File: config.mk
export PLATFORM = sky130hd
export DESIGN_NAME = ovr_fault_seq
export DESIGN_NICKNAME = d
export VERILOG_FILES = /design/src/hw/ovr_pkg.sv /design/src/hw/ovr_delay_timer.sv /design/src/hw/ovr_fault_seq.sv
export VERILOG_INCLUDE_DIRS = /design/src /design/src/hw
export SDC_FILE = /design/constraint.sdc
export NUM_CORES = 1
export LEC_CHECK = 0
export BUFFER_PORTS_ARGS = -buffer_cell sky130_fd_sc_hd__buf_2
export CAP_MARGIN = 0
export CORE_MARGIN = 8
export CORE_UTILIZATION = 25
export DETAILED_ROUTE_END_ITERATION = 8
export RECOVER_POWER = 50
export SYNTH_ARGS = -nofsm -noshare
export SYNTH_HDL_FRONTEND = slang
export SYNTH_SLANG_ARGS = --single-unit
export TNS_END_PERCENT = 100
File: constraint.sdc
create_clock -name clk_sys -period 6.7 [get_ports clk_sys]
set_input_delay 0.67 -clock clk_sys [delete_from_list [all_inputs] [get_ports clk_sys]]
set_output_delay 0.67 -clock clk_sys [all_outputs]
set_load 0.05 [all_outputs]
File: src/hw/ovr_cfg.svh
// constants for the output over-voltage fault response sequencer
//
// What this block does
// - response 01 keeps output on for delay
// - after delay, fault still present: apply retries
// - response 10 disables output at once, retries
// - response 11 holds output off until cleared with the fault gone
// - bit clear or clear-faults command clears fault
// - off-then-on command clears fault
// - reset input clears the latched fault
// - retry count comes from bits five to three
// - retry count 000 makes no restart
// - retry count 111 retries without limit
// - retry count 001 makes one restart
// - restart starts spaced by programmed delay
// - response 00 keeps output on, fault flag still set
// - counts 010 to 110 give two to six
// - endless retry stops on off, bias, fault
// - delay field means two-power time units
`ifndef OVR_CFG_SVH
`define OVR_CFG_SVH

// ----------------------------------------------------------------
// command code and reset value of the response byte
// ----------------------------------------------------------------
`define OVR_CMD_CODE 8'h41
`define OVR_CFG_RESET 8'h80

// ----------------------------------------------------------------
// field positions inside the response byte
// ----------------------------------------------------------------
`define OVR_RESP_MSB 7
`define OVR_RESP_LSB 6
`define OVR_RETRY_MSB 5
`define OVR_RETRY_LSB 3
`define OVR_DELAY_MSB 2
`define OVR_DELAY_LSB 0

// ----------------------------------------------------------------
// retry field codes and delay counter width
// ----------------------------------------------------------------
`define OVR_RETRY_NONE 3'h0
`define OVR_RETRY_ENDLESS 3'h7
`define OVR_DELAY_CNT_W 8

`endif

File: src/hw/ovr_pkg.sv
// types shared by the over-voltage fault response sequencer
`default_nettype none
package ovr_pkg;

    // response action in the top two bits
    typedef enum logic [1:0]
    {
        OVR_RESP_IGNORE = 2'h0,
        OVR_RESP_DELAY_RETRY = 2'h1,
        OVR_RESP_DISABLE_RETRY = 2'h2,
        OVR_RESP_HOLD = 2'h3
    } ovr_resp_t;

    // layout of the response byte, msb first
    typedef struct packed
    {
        ovr_resp_t resp;
        logic [2:0] retries;
        logic [2:0] delay;
    } ovr_cfg_t;

    // on/off commands from pin and operation command
    typedef struct packed
    {
        logic ctrl_pin_on;
        logic operation_on;
    } ovr_cmd_t;

    // host clearing requests, one-cycle pulses
    typedef struct packed
    {
        logic clear_bit;
        logic clear_faults;
    } ovr_clr_t;

    // sequencer states
    typedef enum logic [1:0]
    {
        OVR_ST_RUN = 2'b00,
        OVR_ST_DELAY = 2'b01,
        OVR_ST_RETRY_WAIT = 2'b10,
        OVR_ST_LATCH = 2'b11
    } ovr_state_t;

endpackage
`default_nettype wire

File: src/hw/ovr_delay_timer.sv
// delay timer counting two-power multiples of an external time unit
`include "ovr_cfg.svh"
`default_nettype none
module ovr_delay_timer
    import ovr_pkg::*;
#(
    parameter int CNT_W = `OVR_DELAY_CNT_W
)
(
    input wire logic clk_sys,
    input wire logic nrst,
    input wire logic start,
    input wire logic [2:0] exp_sel,
    input wire logic unit_tick,
    output logic done,
    output logic busy
);

    // ----------------------------------------------------------------
    // helpers
    // ----------------------------------------------------------------
    // last count value for a delay code: 2**code units, minus one
    function automatic logic [CNT_W-1:0] last_count(input logic [2:0] code);
        logic [CNT_W-1:0] one;
        one = {{(CNT_W-1){1'b0}}, 1'b1};
        last_count = (one << code) - one;
    endfunction

    logic [CNT_W-1:0] cnt; // units elapsed so far
    logic [CNT_W-1:0] last; // terminal value latched at start

    // ----------------------------------------------------------------
    // counter
    // ----------------------------------------------------------------
    // latch the code at start so a config write mid-delay cannot stretch it
    always_ff @(posedge clk_sys or negedge nrst)
    begin
        if (!nrst)
        begin
            cnt <= '0;
            last <= '0;
            busy <= 1'b0;
        end
        else if (start)
        begin
            cnt <= '0;
            last <= last_count(exp_sel);
            busy <= 1'b1;
        end
        else if (busy && unit_tick)
        begin
            // stop on the final unit
            if (cnt == last)
                busy <= 1'b0;
            else
                cnt <= cnt + 1'b1;
        end
    end

    // done pulse one cycle after the final unit tick
    always_ff @(posedge clk_sys or negedge nrst)
    begin
        if (!nrst)
            done <= 1'b0;
        else
            done <= busy && unit_tick && (cnt == last) && !start;
    end
endmodule
`default_nettype wire

File: src/hw/ovr_fault_seq.sv
// output over-voltage fault response sequencer
`include "ovr_cfg.svh"
`default_nettype none
module ovr_fault_seq
    import ovr_pkg::*;
(
    input wire logic clk_sys,
    input wire logic nrst,
    input wire logic cmd_wr,
    input wire logic [7:0] cmd_code,
    input wire logic [7:0] cmd_wdata,
    output logic [7:0] cfg_rd_data,
    input wire logic ov_fault,
    input wire logic unit_tick,
    input wire ovr_cmd_t on_cmd,
    input wire ovr_clr_t clr_req,
    input wire logic bias_ok,
    input wire logic other_fault_stop,
    output logic output_enable,
    output logic ov_fault_flag,
    output logic [2:0] attempts_left,
    output ovr_state_t seq_state
);

    // ----------------------------------------------------------------
    // declarations
    // ----------------------------------------------------------------
    ovr_cfg_t cfg; // output_overvoltage_response_cfg
    ovr_state_t next_state; // combinational next state
    logic cmd_on; // pin and operation both ask for on
    logic cmd_on_q; // previous cmd_on, for the on edge
    logic on_edge; // output commanded on afresh
    logic clr_evt; // any accepted clearing event
    logic tmr_start; // load the delay timer
    logic tmr_done; // delay elapsed
    logic tmr_busy; // delay running
    logic endless; // retry field asks for no limit
    logic stop_retry; // bias lost or other shutdown
    logic cfg_wr; // host write aimed at the response byte

    // ----------------------------------------------------------------
    // helpers
    // ----------------------------------------------------------------
    // after a shutdown: wait to retry while budget remains, else latch
    function automatic ovr_state_t after_shutdown(input logic [2:0] left);
        if (left == `OVR_RETRY_NONE)
            after_shutdown = OVR_ST_LATCH;
        else
            after_shutdown = OVR_ST_RETRY_WAIT;
    endfunction

    // ----------------------------------------------------------------
    // event decode
    // ----------------------------------------------------------------
    // both control sources must agree; either dropping counts as off
    assign cmd_on = on_cmd.ctrl_pin_on && on_cmd.operation_on;
    assign on_edge = cmd_on && !cmd_on_q;
    assign clr_evt = clr_req.clear_bit || clr_req.clear_faults || on_edge;
    assign endless = (cfg.retries == `OVR_RETRY_ENDLESS);
    assign stop_retry = !bias_ok || other_fault_stop;
    // only the response byte's own code may write it
    assign cfg_wr = cmd_wr && (cmd_code == `OVR_CMD_CODE);

    // remember last command level
    always_ff @(posedge clk_sys or negedge nrst)
    begin
        if (!nrst)
            cmd_on_q <= 1'b0;
        else
            cmd_on_q <= cmd_on;
    end

    // ----------------------------------------------------------------
    // response byte
    // ----------------------------------------------------------------
    // written by the host under its own command code
    always_ff @(posedge clk_sys or negedge nrst)
    begin
        if (!nrst)
            cfg <= ovr_cfg_t'(`OVR_CFG_RESET);
        else if (cfg_wr)
            cfg <= ovr_cfg_t'(cmd_wdata);
    end

    // read back the stored byte
    assign cfg_rd_data = cfg;

    // ----------------------------------------------------------------
    // fault status flag
    // ----------------------------------------------------------------
    // a fault in the clearing cycle wins, so no event is lost
    always_ff @(posedge clk_sys or negedge nrst)
    begin
        if (!nrst)
            ov_fault_flag <= 1'b0;
        else if (ov_fault)
            ov_fault_flag <= 1'b1;
        else if (clr_evt)
            ov_fault_flag <= 1'b0;
    end

    // ----------------------------------------------------------------
    // next state
    // ----------------------------------------------------------------
    // clearing first, then other shutdown, then bias loss or command off
    always_comb
    begin
        next_state = seq_state;
        if (clr_evt)
        begin
            // hold mode stays off while the fault is still there
            if (seq_state == OVR_ST_LATCH && cfg.resp == OVR_RESP_HOLD && ov_fault)
                next_state = OVR_ST_LATCH;
            else
                next_state = OVR_ST_RUN;
        end
        else if (other_fault_stop)
            next_state = OVR_ST_LATCH;
        else if (!bias_ok || !cmd_on)
        begin
            // off or unpowered: drop any pending retry
            if (seq_state != OVR_ST_LATCH)
                next_state = OVR_ST_RUN;
        end
        else
        begin
            case (seq_state)
                OVR_ST_RUN:
                begin
                    if (ov_fault)
                    begin
                        case (cfg.resp)
                            OVR_RESP_IGNORE: next_state = OVR_ST_RUN;
                            OVR_RESP_DELAY_RETRY: next_state = OVR_ST_DELAY;
                            OVR_RESP_DISABLE_RETRY: next_state = after_shutdown(attempts_left);
                            default: next_state = OVR_ST_LATCH;
                        endcase
                    end
                end
                OVR_ST_DELAY:
                begin
                    // output keeps running; act only if fault outlives delay
                    if (tmr_done)
                    begin
                        if (ov_fault)
                            next_state = after_shutdown(attempts_left);
                        else
                            next_state = OVR_ST_RUN;
                    end
                end
                OVR_ST_RETRY_WAIT:
                begin
                    // output off; restart once the spacing has elapsed
                    if (tmr_done)
                        next_state = OVR_ST_RUN;
                end
                OVR_ST_LATCH:
                    next_state = OVR_ST_LATCH;
                default:
                    next_state = OVR_ST_LATCH;
            endcase
        end
    end

    // state register
    always_ff @(posedge clk_sys or negedge nrst)
    begin
        if (!nrst)
            seq_state <= OVR_ST_RUN;
        else
            seq_state <= next_state;
    end

    // ----------------------------------------------------------------
    // retry budget
    // ----------------------------------------------------------------
    // refilled on every clear or fresh on; spent when a restart begins
    always_ff @(posedge clk_sys or negedge nrst)
    begin
        if (!nrst)
            attempts_left <= 3'(`OVR_CFG_RESET >> `OVR_RETRY_LSB);
        else if (clr_evt || !cmd_on)
            attempts_left <= cfg.retries;
        // a new byte takes effect at once, not only after the next clear
        else if (cfg_wr)
            attempts_left <= cmd_wdata[`OVR_RETRY_MSB:`OVR_RETRY_LSB];
        else if (seq_state == OVR_ST_RETRY_WAIT && next_state == OVR_ST_RUN && !endless)
            attempts_left <= attempts_left - 3'h1;
    end

    // ----------------------------------------------------------------
    // delay timer
    // ----------------------------------------------------------------
    // one timer serves both the operate delay and the restart spacing
    assign tmr_start = (next_state != seq_state) &&
        (next_state == OVR_ST_DELAY || next_state == OVR_ST_RETRY_WAIT);

    ovr_delay_timer #(
        .CNT_W(`OVR_DELAY_CNT_W)
    ) u_timer (
        .clk_sys(clk_sys),
        .nrst(nrst),
        .start(tmr_start),
        .exp_sel(cfg.delay),
        .unit_tick(unit_tick),
        .done(tmr_done),
        .busy(tmr_busy)
    );

    // ----------------------------------------------------------------
    // output enable
    // ----------------------------------------------------------------
    // registered; on only in run or delay with power and command
    always_ff @(posedge clk_sys or negedge nrst)
    begin
        if (!nrst)
            output_enable <= 1'b0;
        else
            output_enable <= cmd_on && !stop_retry &&
                (next_state == OVR_ST_RUN || next_state == OVR_ST_DELAY);
    end
endmodule
`default_nettype wire

# [After elaboration in Yosys (flattened, before gate mapping)]
# Index checks and enable logic that the tools add are counted.
[word_totals] inputBits=27 reg_bits=34 out_inout_bits=15
[op_classes] muxes=23 shift=1 eq_ne=14 n_addsub=3 reduce_logical=36
[op_table] operator="$mux W8" count=3
[op_table] operator="$mux W2" count=9
[op_table] operator="$logic_and A1 B1 Y1" count=13
[op_table] operator="$eq A2 B2 Y1 const B" count=5
[op_table] operator="$mux W3" count=3
[op_table] operator="$add A8 B1 Y8 const B" count=1
[op_table] operator="$eq A8 B7 Y1 const B" count=1
[op_table] operator="$eq A8 B8 Y1" count=1
[op_table] operator="$pmux W2 S4" count=1
[op_table] operator="$shl A1 B3 Y8 const A" count=1
[op_table] operator="$sub A8 B1 Y8 const B" count=1
[op_table] operator="$logic_or A1 B1 Y1" count=7
[op_table] operator="$eq A2 B1 Y1 const B" count=3
[op_table] operator="$logic_not A1 Y1" count=6
[op_table] operator="$logic_not A2 Y1" count=3
[op_table] operator="$mux W1" count=6
[op_table] operator="$pmux W2 S3" count=1
[op_table] operator="$reduce_bool A2 Y1" count=3
[op_table] operator="$reduce_and A2 Y1" count=2
[op_table] operator="$eq A3 B3 Y1 const B" count=1
[op_table] operator="$logic_not A3 Y1" count=1
[op_table] operator="$reduce_bool A3 Y1" count=1
[op_table] operator="$sub A3 B1 Y3 const B" count=1
[op_table] operator="$ne A2 B1 Y1 const B" count=1
[op_table] operator="2 further kinds" count=2

# [Longest topological paths before layout]
# Gate-level depths: netlist of run 1.
[depth] word_depth=14 ltp_mapped=12 mapped_depth_nobuf=12

# [Hierarchy]
# From an unflattened synthesis of run 1, not the netlist that was laid out.
[hier_totals] cells_unflattened=191 area_unflattened_um2=2048.2
[by_module_without_submodules] module="ovr_fault_seq" cells_each=94 area_each_um2=1059.8 seq_area_each_um2=401.6 n_inst=1
[by_module_without_submodules] module="ovr_delay_timer" cells_each=97 area_each_um2=988.4 seq_area_each_um2=450.4 n_inst=1

# [Least setup slack after synthesis of run 1]
# No wires, ideal clock.
[synth_timing] path_type="register to register" start="register attempts_left[0]" end="register u_timer.last[0]" stages_incl_launch_ff=9 slack_ps=3988 synth_period_minus_slack_ps=2712 required_time_ps=6575 arrival_ps=2587 path_cell_list="dfrtp_1 > inv_1 > ha_1 > a311o_1 > o2111ai_2 > a21oi_1 > ha_1 > a41oi_4 > mux2_4"
[synth_between] elab_chain_cells=11
[synth_rtl] element="start, declared" line="ovr_fault_seq.sv:21" text="output logic [2:0] attempts_left,"
[synth_rtl] element="start signal, assigned" line="ovr_fault_seq.sv:181" text="attempts_left <= 3'(`OVR_CFG_RESET >> `OVR_RETRY_LSB);"
[synth_rtl] element="start signal, assigned" line="ovr_fault_seq.sv:183" text="attempts_left <= cfg.retries;"
[synth_rtl] element="start signal, assigned" line="ovr_fault_seq.sv:186" text="attempts_left <= cmd_wdata[`OVR_RETRY_MSB:`OVR_RETRY_LSB];"
[synth_rtl] element="$logic_not A3 Y1 (no source line) (*)"
[synth_rtl] element="$mux W1 (*)" line="ovr_fault_seq.sv:46" text="if (left == `OVR_RETRY_NONE)"
[synth_rtl] element="$pmux W2 S3 or $mux W2 (tied branches)" line="ovr_fault_seq.sv:132, ovr_fault_seq.sv:145"
[synth_rtl] element="$mux W2 (on tied branches)" line="ovr_fault_seq.sv:130, ovr_fault_seq.sv:143"
[synth_rtl] element="$pmux W2 S4 (*)" line="ovr_fault_seq.sv:127" text="case (seq_state)"
[synth_rtl] element="$mux W2 (*)" line="ovr_fault_seq.sv:119" text="else if (!bias_ok || !cmd_on)"
[synth_rtl] element="$mux W2 (*)" line="ovr_fault_seq.sv:117" text="else if (other_fault_stop)"
[synth_rtl] element="$mux W2 (*)" line="ovr_fault_seq.sv:109" text="if (clr_evt)"
[synth_rtl] element="named net next_state[0]" line="ovr_fault_seq.sv:29" text="ovr_state_t next_state;"
[synth_rtl] element="$eq A2 B1 Y1 or $eq A2 B2 Y1 (tied branches)" line="ovr_fault_seq.sv:196" text="(next_state == OVR_ST_DELAY || next_state == OVR_ST_RETRY_WAIT);"
[synth_rtl] element="$logic_or A1 B1 Y1" line="ovr_fault_seq.sv:196"
[synth_rtl] element="$logic_and A1 B1 Y1 (*)" line="ovr_fault_seq.sv:195" text="assign tmr_start = (next_state != seq_state) &&"
[synth_rtl] element="end signal, assigned" line="ovr_delay_timer.sv:47" text="last <= last_count(exp_sel);"
[synth_rtl] element="end, declared" line="ovr_delay_timer.sv:30" text="logic [CNT_W-1:0] last;"
# The timed path passes the listed nets; every way through them passes the cells marked *.
# A chain may end at the register's enable or synchronous reset.

# [Worst setup path in the final report of run 1]
[layout_timing] start="input clr_req[0] (netlist bit)" end="register u_timer.last[6]"
[layout_between] elab_chain_cells=6
[layout_rtl] element="start, declared" line="ovr_fault_seq.sv:16" text="input wire ovr_clr_t clr_req,"
[layout_rtl] element="$logic_or A1 B1 Y1 (*) (2 in series)" line="ovr_fault_seq.sv:58" text="assign clr_evt = clr_req.clear_bit || clr_req.clear_faults || on_edge;"
[layout_rtl] element="$mux W2 (*)" line="ovr_fault_seq.sv:109"
[layout_rtl] element="named net next_state[0]" line="ovr_fault_seq.sv:29"
[layout_rtl] element="$eq A2 B1 Y1 or $eq A2 B2 Y1 (tied branches)" line="ovr_fault_seq.sv:196"
[layout_rtl] element="$logic_or A1 B1 Y1" line="ovr_fault_seq.sv:196"
[layout_rtl] element="$logic_and A1 B1 Y1 (*)" line="ovr_fault_seq.sv:195"
# Marks and branches as above.

==> impl_metrics.json, run 1 <==
{
  "status": "finished, violations left",
  "violations": "max-capacitance violations, max-slew violations",
  "finalNetCount": 251,
  "hold_slack_ns": 0.491,
  "crit_path_end_kind": "register",
  "diodes": 0,
  "cts_setup_buffers": 0,
  "io_buffers": 41,
  "initial_utilization": 0.256,
  "power.leakage_nw": 1.05,
  "grt_usage": 0.0839,
  "swShare": 0.352,
  "synth_area_per_cell_um2": 11.1,
  "synth_edf_count": 0,
  "synth.most_common_cell": "dfrtp_1",
  "crit_required_ns": 6.87,
  "hpwl_mm": 3.23,
  "avgRoutedWirePerCell_um": 13.2,
  "cts_buffers": 5,
  "critical_path_buf_inv_count": 1,
  "fill_cells": 787,
  "layout-drive-gt1-share": 0.301,
  "drc": 0,
  "r2r_start": "seq_state[1]$_DFF_PN0_",
  "grt_max_degree": 35,
  "core_region_area_um2": 7650,
  "regArea_um2": 852,
  "comb_power_share": 0.280,
  "crit_type": "input pin to register",
  "p_sw_uw": 199,
  "crit_family": "compound AO/OA/AOI/OAI gates",
  "max_stage_delay_ns": 0.61,
  "finalNonFillerCells": 321,
  "synthTopCellsByCount": "dfrtp_1, inv_1, nand2_1, nor2_1",
  "antenna_found_initial": 0,
  "hp-class": "register to register",
  "ys_types": 47,
  "yosysWarnings": 0,
  "die_y_um": 104,
  "totalWireLength_mm": 4.23,
  "grt_pass1_vias": 1545,
  "drtIter0Drc": 122,
  "dp.cells": 314,
  "finalPower_uw": 567,
  "drt-pass1-iter-count": 4,
  "clock_sinks": 34,
  "critical-path-slowest-cell": "a41oi_4",
  "peakVddDrop_mv": 0.0671,
  "vias_per_cell": 4.47,
  "die_w_um": 104,
  "overflow": 0,
  "ctsHoldBuffers": 0,
  "die-area_um2": 10900,
  "grt_pass1_wl_mm": 7.50,
  "io_pins": 42,
  "syn_inst": 176,
  "fmaxAchievable_mhz": 338,
  "crit_path_start_kind": "input pin",
  "ys_seq_area_frac": 0.436,
  "globalplace.congestion": 0.810,
  "tritoncts": "built",
  "synth_area_leader_cell": "dfrtp_1",
  "clockBufferDepth": 2,
  "synthFlopType": "dfrtp_1",
  "cts_resized": 0,
  "clkTransAtPathRegs_ns": 0.07,
  "synth.area.top_cells": "dfrtp_1, mux2i_1, mux2_2",
  "finalClockSkew_ns": 0.0102,
  "maxSlewHeadroom": -0.223,
  "h-tree-depth": 2,
  "cellInternalPower_uw": 367,
  "drv_slew": 35,
  "fin_crit_ns": 2.96,
  "syn-num-nets": 208,
  "syn_area_um2": 1950,
  "p_clk_frac": 0.254,
  "worstPathArrival_ns": 3.14,
  "worstPathCellList": "buf_2, nor2_1, and2_0, o2111ai_2, a21oi_1, ha_1, a41oi_4, mux2_4",
  "rsz0062_at_grt": "false",
  "fin_tns_setup_ns": 0,
  "powerDensity_nw_per_um2": 244,
  "synth_top_area_share": 0.423,
  "finalCritPeriodShare": 0.442,
  "num_rows": 32,
  "drv_cap": 1,
  "finalHoldViolCount": 0,
  "synth-async-reset-ratio": 1.00,
  "crit_path_max_fanout": 18,
  "syn2layout_area_growth_pct": 18.8,
  "seqPwrFrac": 0.466,
  "vias": 1436,
  "synth-seq-cells": 34,
  "multiInputGateArea_um2": 1020,
  "hold_start": "ov_fault_flag$_DFFE_PN0P_",
  "cts_root_buf": "clkbuf_8",
  "cp-startpoint": "clr_req[0]",
  "insertion_delay_ns": 0.29,
  "finalSetupViolations": 0,
  "tightest_slew_ns": 1.84,
  "ant_nets": 0
}
[metal layers]
| layer | global-route usage | vias to the layer above | routed length (um) |
|---|---|---|---|
| met5 | 0 | - | 0 |
| met4 | 0.0403 | 0 | 81 |
| met3 | 0.0297 | 4 | 284 |
| met2 | 0.128 | 43 | 1870 |
| met1 | 0.103 | 679 | 2000 |
| li1 | - | 710 | - |
[state kept, by name, indices dropped and copies added, names as in the netlist]
signal         cells
cfg_rd_data        8
output_enable      1
ov_fault_flag      1
u_timer.done       1
u_timer.last       8
seq_state          2
attempts_left      3
u_timer.busy       1
u_timer.cnt        8
cmd_on_q           1
[through the flow]
stage	setup slack, ns	instance area, um^2	util
CTS	3.81	2330	0.305
floorplan	3.99	1950	-
global route	3.48	2320	0.304
finish	3.74	2320	0.304
global placement	3.61	2250	0.294
detailed placement	3.50	2250	0.294
[worst reg2reg max path, stage by stage (launching register included)]
cell and delay, ns:
dfrtp_1 0.51, nand4bb_4 0.30, a31oi_4 0.22, a2111oi_0 0.08, or2_2 0.34, ha_1 0.34, a41oi_4 0.61, mux2_4 0.36
[cell type report]
type / count / share of cell area
tap: 102 / 0.0550
clock buffer: 6 / 0.0312
multi-input combinational: 124 / 0.437
sequential: 34 / 0.367
timing repair buffer: 41 / 0.0851
inverter: 13 / 0.0210
clock inverter: 1 / 0.00323
[worst paths after layout]
kind                                                to  slack, ns  cells past startpoint
hold / removal               ov_fault_flag$_DFFE_PN0P_       0.49                      1
setup reg to reg           u_timer.last[6]$_DFFE_PN0N_       3.83                      7
setup / recovery           u_timer.last[6]$_DFFE_PN0N_       3.74                      8
max in group asynchronous       seq_state[1]$_DFF_PN0_       4.76                      1
hold reg to reg              ov_fault_flag$_DFFE_PN0P_       0.49                      1
min in group asynchronous   u_timer.cnt[0]$_DFFE_PN0P_       0.87                      1
[cell families after synthesis]
family	Yosys count	synth area share
flip-flops	34	0.436
buffers and inverters	18	0.0442
multiplexers	20	0.115
AND/OR/NAND/NOR	55	0.173
adder cells (fa/ha/maj)	5	0.0320
AO/OA/AOI/OAI	27	0.124
XOR/XNOR	17	0.0762
[placed cells by master (no fill, tap or decap), types with 2 or more instances in the layout]
cell type | synthesis | routed
a211oi_1 | 3 | 3
a21oi_1 | 6 | 6
o21ai_0 | 4 | 4
nor4_2 | 2 | 2
inv_1 | 13 | 13
buf_2 | 0 | 35
and2_0 | 0 | 2
dfrtp_1 | 33 | 33
a2111oi_0 | 3 | 3
clkbuf_1 | 1 | 7
ha_1 | 5 | 5
mux2i_1 | 9 | 9
nand4_1 | 2 | 2
nor3b_1 | 4 | 4
xnor2_1 | 9 | 9
nand3_1 | 9 | 9
mux2_2 | 8 | 8
mux2_4 | 3 | 3
clkbuf_8 | 0 | 5
nand3b_1 | 2 | 2
nor2_1 | 11 | 11
xor2_1 | 8 | 8
nand2_1 | 11 | 11
[power groups by stage]
stage,Sequential (mW),Clock [mW],Combinational (mW)
3_3_place_gp,0.268,0,0.156
3_5_place_dp,0.268,0,0.160
2_1_floorplan,0.274,0,0.110
5_1_grt,0.268,0.160,0.178
6_report,0.264,0.144,0.159
4_1_cts,0.264,0.149,0.161
Power figures use the tool's default switching activity.
==> inputs of run 2 (changes only) <==
Settings changed: ABC_AREA set to 1.
Clock period 6.7 ns to 2.5 ns, I/O delays scaled along.
==> run 2 against run 1 <==
- the flow still finishes with violations (max-capacitance violations, max-slew violations)
- combinational power increased by 140%
- clock skew increased by 0.0014 ns
- first-iteration DRC count decreased by 16%
- worst hold slack got worse by 0.34 ns
- total power increased to 2.8 times the previous value
==> impl_metrics.json, run 2 <==
{
  "clkTransAtPathRegs_ns": 0.07,
  "ys_types": 28,
  "min_path_cells": 2,
  "finalHoldViolCount": 0,
  "synthFlopType": "dfrtp_1",
  "finalClockSkew_ns": 0.0116,
  "crit_path_start_kind": "register",
  "yosysWarnings": 0,
  "fin_crit_ns": 2.16,
  "drv_cap": 1,
  "finalSetupViolations": 0,
  "crit_cells": 15,
  "globalplace.congestion": 0.831,
  "crit_family": "simple AND/OR/NAND/NOR gates",
  "critical_path_buf_inv_count": 4,
  "h-tree-depth": 2,
  "synthTopCellsByCount": "nand2_1, dfrtp_1, inv_1, nor2_1, nand3_1",
  "synth-async-reset-ratio": 1.00,
  "dp.cells": 377,
  "synth_area_per_cell_um2": 8.04,
  "rsz0062_at_grt": "false",
  "drv_slew": 35,
  "synth.most_common_cell": "nand2_1",
  "fmaxAchievable_mhz": 463,
  "crit_required_ns": 2.67,
  "fin_tns_setup_ns": 0,
  "final_cell_mix": "nand2_1, buf_2, dfrtp_1, inv_1, nor2_1",
  "cts_root_buf": "clkbuf_8",
  "io_buffers": 41,
  "die_y_um": 103,
  "ant_nets": 0,
  "drc": 0,
  "violations": "max-capacitance violations, max-slew violations",
  "syn_area_um2": 1910,
  "ys_seq_area_frac": 0.447,
  "fill_cells": 833,
  "die_w_um": 103,
  "crit_path_end_kind": "register",
  "fin_util": 0.307,
  "grt_max_degree": 35,
  "syn-num-nets": 269,
  "grt_pass1_vias": 1575,
  "synth_xor_area_frac": 0.0643,
  "overflow": 0,
  "synth-simple-area-share": 0.262,
  "insertion_delay_ns": 0.29,
  "synth_top_area_share": 0.433,
  "diodes": 0,
  "finalCritPeriodShare": 0.864,
  "finalPower_mw": 1.60,
  "hp-class": "input pin to register",
  "cts_buffers": 5,
  "hpwl_mm": 3.13,
  "syn2layout_area_growth_pct": 22.1,
  "synth_edf_count": 0,
  "synth_area_leader_cell": "dfrtp_1",
  "power.leakage_nw": 1.21,
  "drt-pass1-iter-count": 4,
  "peakVddDrop_mv": 0.351,
  "synth.area.top_cells": "dfrtp_1, nand2_1, inv_1",
  "avgRoutedWirePerCell_um": 10.6,
  "final_common_cell": "nand2_1",
  "vias_per_cell": 4.18,
  "powerDensity_nw_per_um2": 688,
  "worstPathArrival_ns": 2.33,
  "tightest_slew_ns": 1.82,
  "die-area_um2": 10700,
  "layout-drive-gt1-share": 0.241,
  "core_region_area_um2": 7570,
  "reg2reg_depth": 15,
  "cts_setup_buffers": 0,
  "finalNetCount": 314,
  "worstPathCellList": "inv_1, ha_1, nand3_1, nand2_1, nand2_1, nand2_1, nand2_1, nand3_1, nand2_2, inv_1, ha_1, inv_1, nand2_4, inv_1, nor2_1",
  "synth_top_family_by_area": "simple AND/OR/NAND/NOR gates",
  "clock_sinks": 34,
  "synth-seq-cells": 34,
  "cts_resized": 0,
  "drtIter0Drc": 102,
  "critical-path-slowest-cell": "dfrtp_1",
  "syn_inst": 237,
  "synthAdderAreaFrac": 0.0328,
  "crit_path_max_fanout": 24,
  "num_rows": 32,
  "totalWireLength_mm": 4.08,
  "antenna_found_initial": 0,
  "clockBufferDepth": 2,
  "grt_usage": 0.0852,
  "ctsHoldBuffers": 0,
  "finalNonFillerCells": 384,
  "status": "finished, violations left",
  "tritoncts": "built",
  "vias": 1605,
  "maxSlewHeadroom": -0.213,
  "muxShareOfSynthArea": 0.0177,
  "crit_type": "register to register",
  "io_pins": 42,
  "initial_utilization": 0.252,
  "synth_compound_area_frac": 0.0946,
  "grt_pass1_wl_mm": 7.22,
  "max_stage_delay_ns": 0.37
}
-- run 2: worst paths after layout --
path / startpoint / to / slack, ns
worst max-delay path: attempts_left[0]$_DFFE_PN0P_ / u_timer.cnt[2]$_DFFE_PN0P_ / 0.34
max in group asynchronous: nrst / attempts_left[2]$_DFFE_PN0P_ / 1.00
worst min register to register: ov_fault_flag$_DFFE_PN0P_ / ov_fault_flag$_DFFE_PN0P_ / 0.47
min in group asynchronous: nrst / cfg_rd_data[5]$_DFFE_PN0P_ / 0.44
worst max register to register: attempts_left[0]$_DFFE_PN0P_ / u_timer.cnt[2]$_DFFE_PN0P_ / 0.34
worst min-delay path: other_fault_stop / output_enable$_DFF_PN0_ / 0.15
-- run 2: cell families after synthesis --
logic type	Yosys count
flip-flops	34
XOR/XNOR	14
adder cells (fa/ha/maj)	5
AND/OR/NAND/NOR	116
buffers and inverters	37
AO/OA/AOI/OAI	28
multiplexers	3
-- run 2: metrics by stage --
| stage | setup WS, ns | area (um^2) | hold WS [ns] |
|---|---|---|---|
| floorplan | 0.182 | 1910 | -0.0456 |
| global placement | 0.334 | 2220 | 0.373 |
| detailed placement | 0.327 | 2220 | 0.371 |
| CTS | 0.319 | 2330 | 0.0532 |
| global route | 0.0527 | 2330 | 0.155 |
| finish | 0.341 | 2330 | 0.148 |
-- run 2: layout make-up --
cell class | count | area [um^2] | share of cell area
clock buffer | 6 | 82.6 | 0.0355
multi-input combinational | 166 | 898 | 0.386
tap | 102 | 128 | 0.0549
clock inverter | 1 | 30.0 | 0.0129
timing repair buffer | 42 | 210 | 0.0904
sequential | 34 | 852 | 0.366
inverter | 33 | 125 | 0.0538
-- run 2: per-layer routing --
layer	part of all wire	track usage	up-vias	wire, um
li1	-	-	836	-
met1	0.48	0.103	733	1970
met2	0.47	0.142	31	1930
met3	0.026	0.0167	5	108
met4	0.019	0.0400	0	77
met5	0	0	-	0
-- run 2: report_power, final --
part           total (mW)  internal (mW)  leakage [nW]  switching (mW)
Sequential          0.710          0.627         0.436          0.0832
Clock               0.515          0.319        0.0573           0.196
Combinational       0.375          0.149         0.719           0.226
Total                1.60           1.10          1.21           0.505
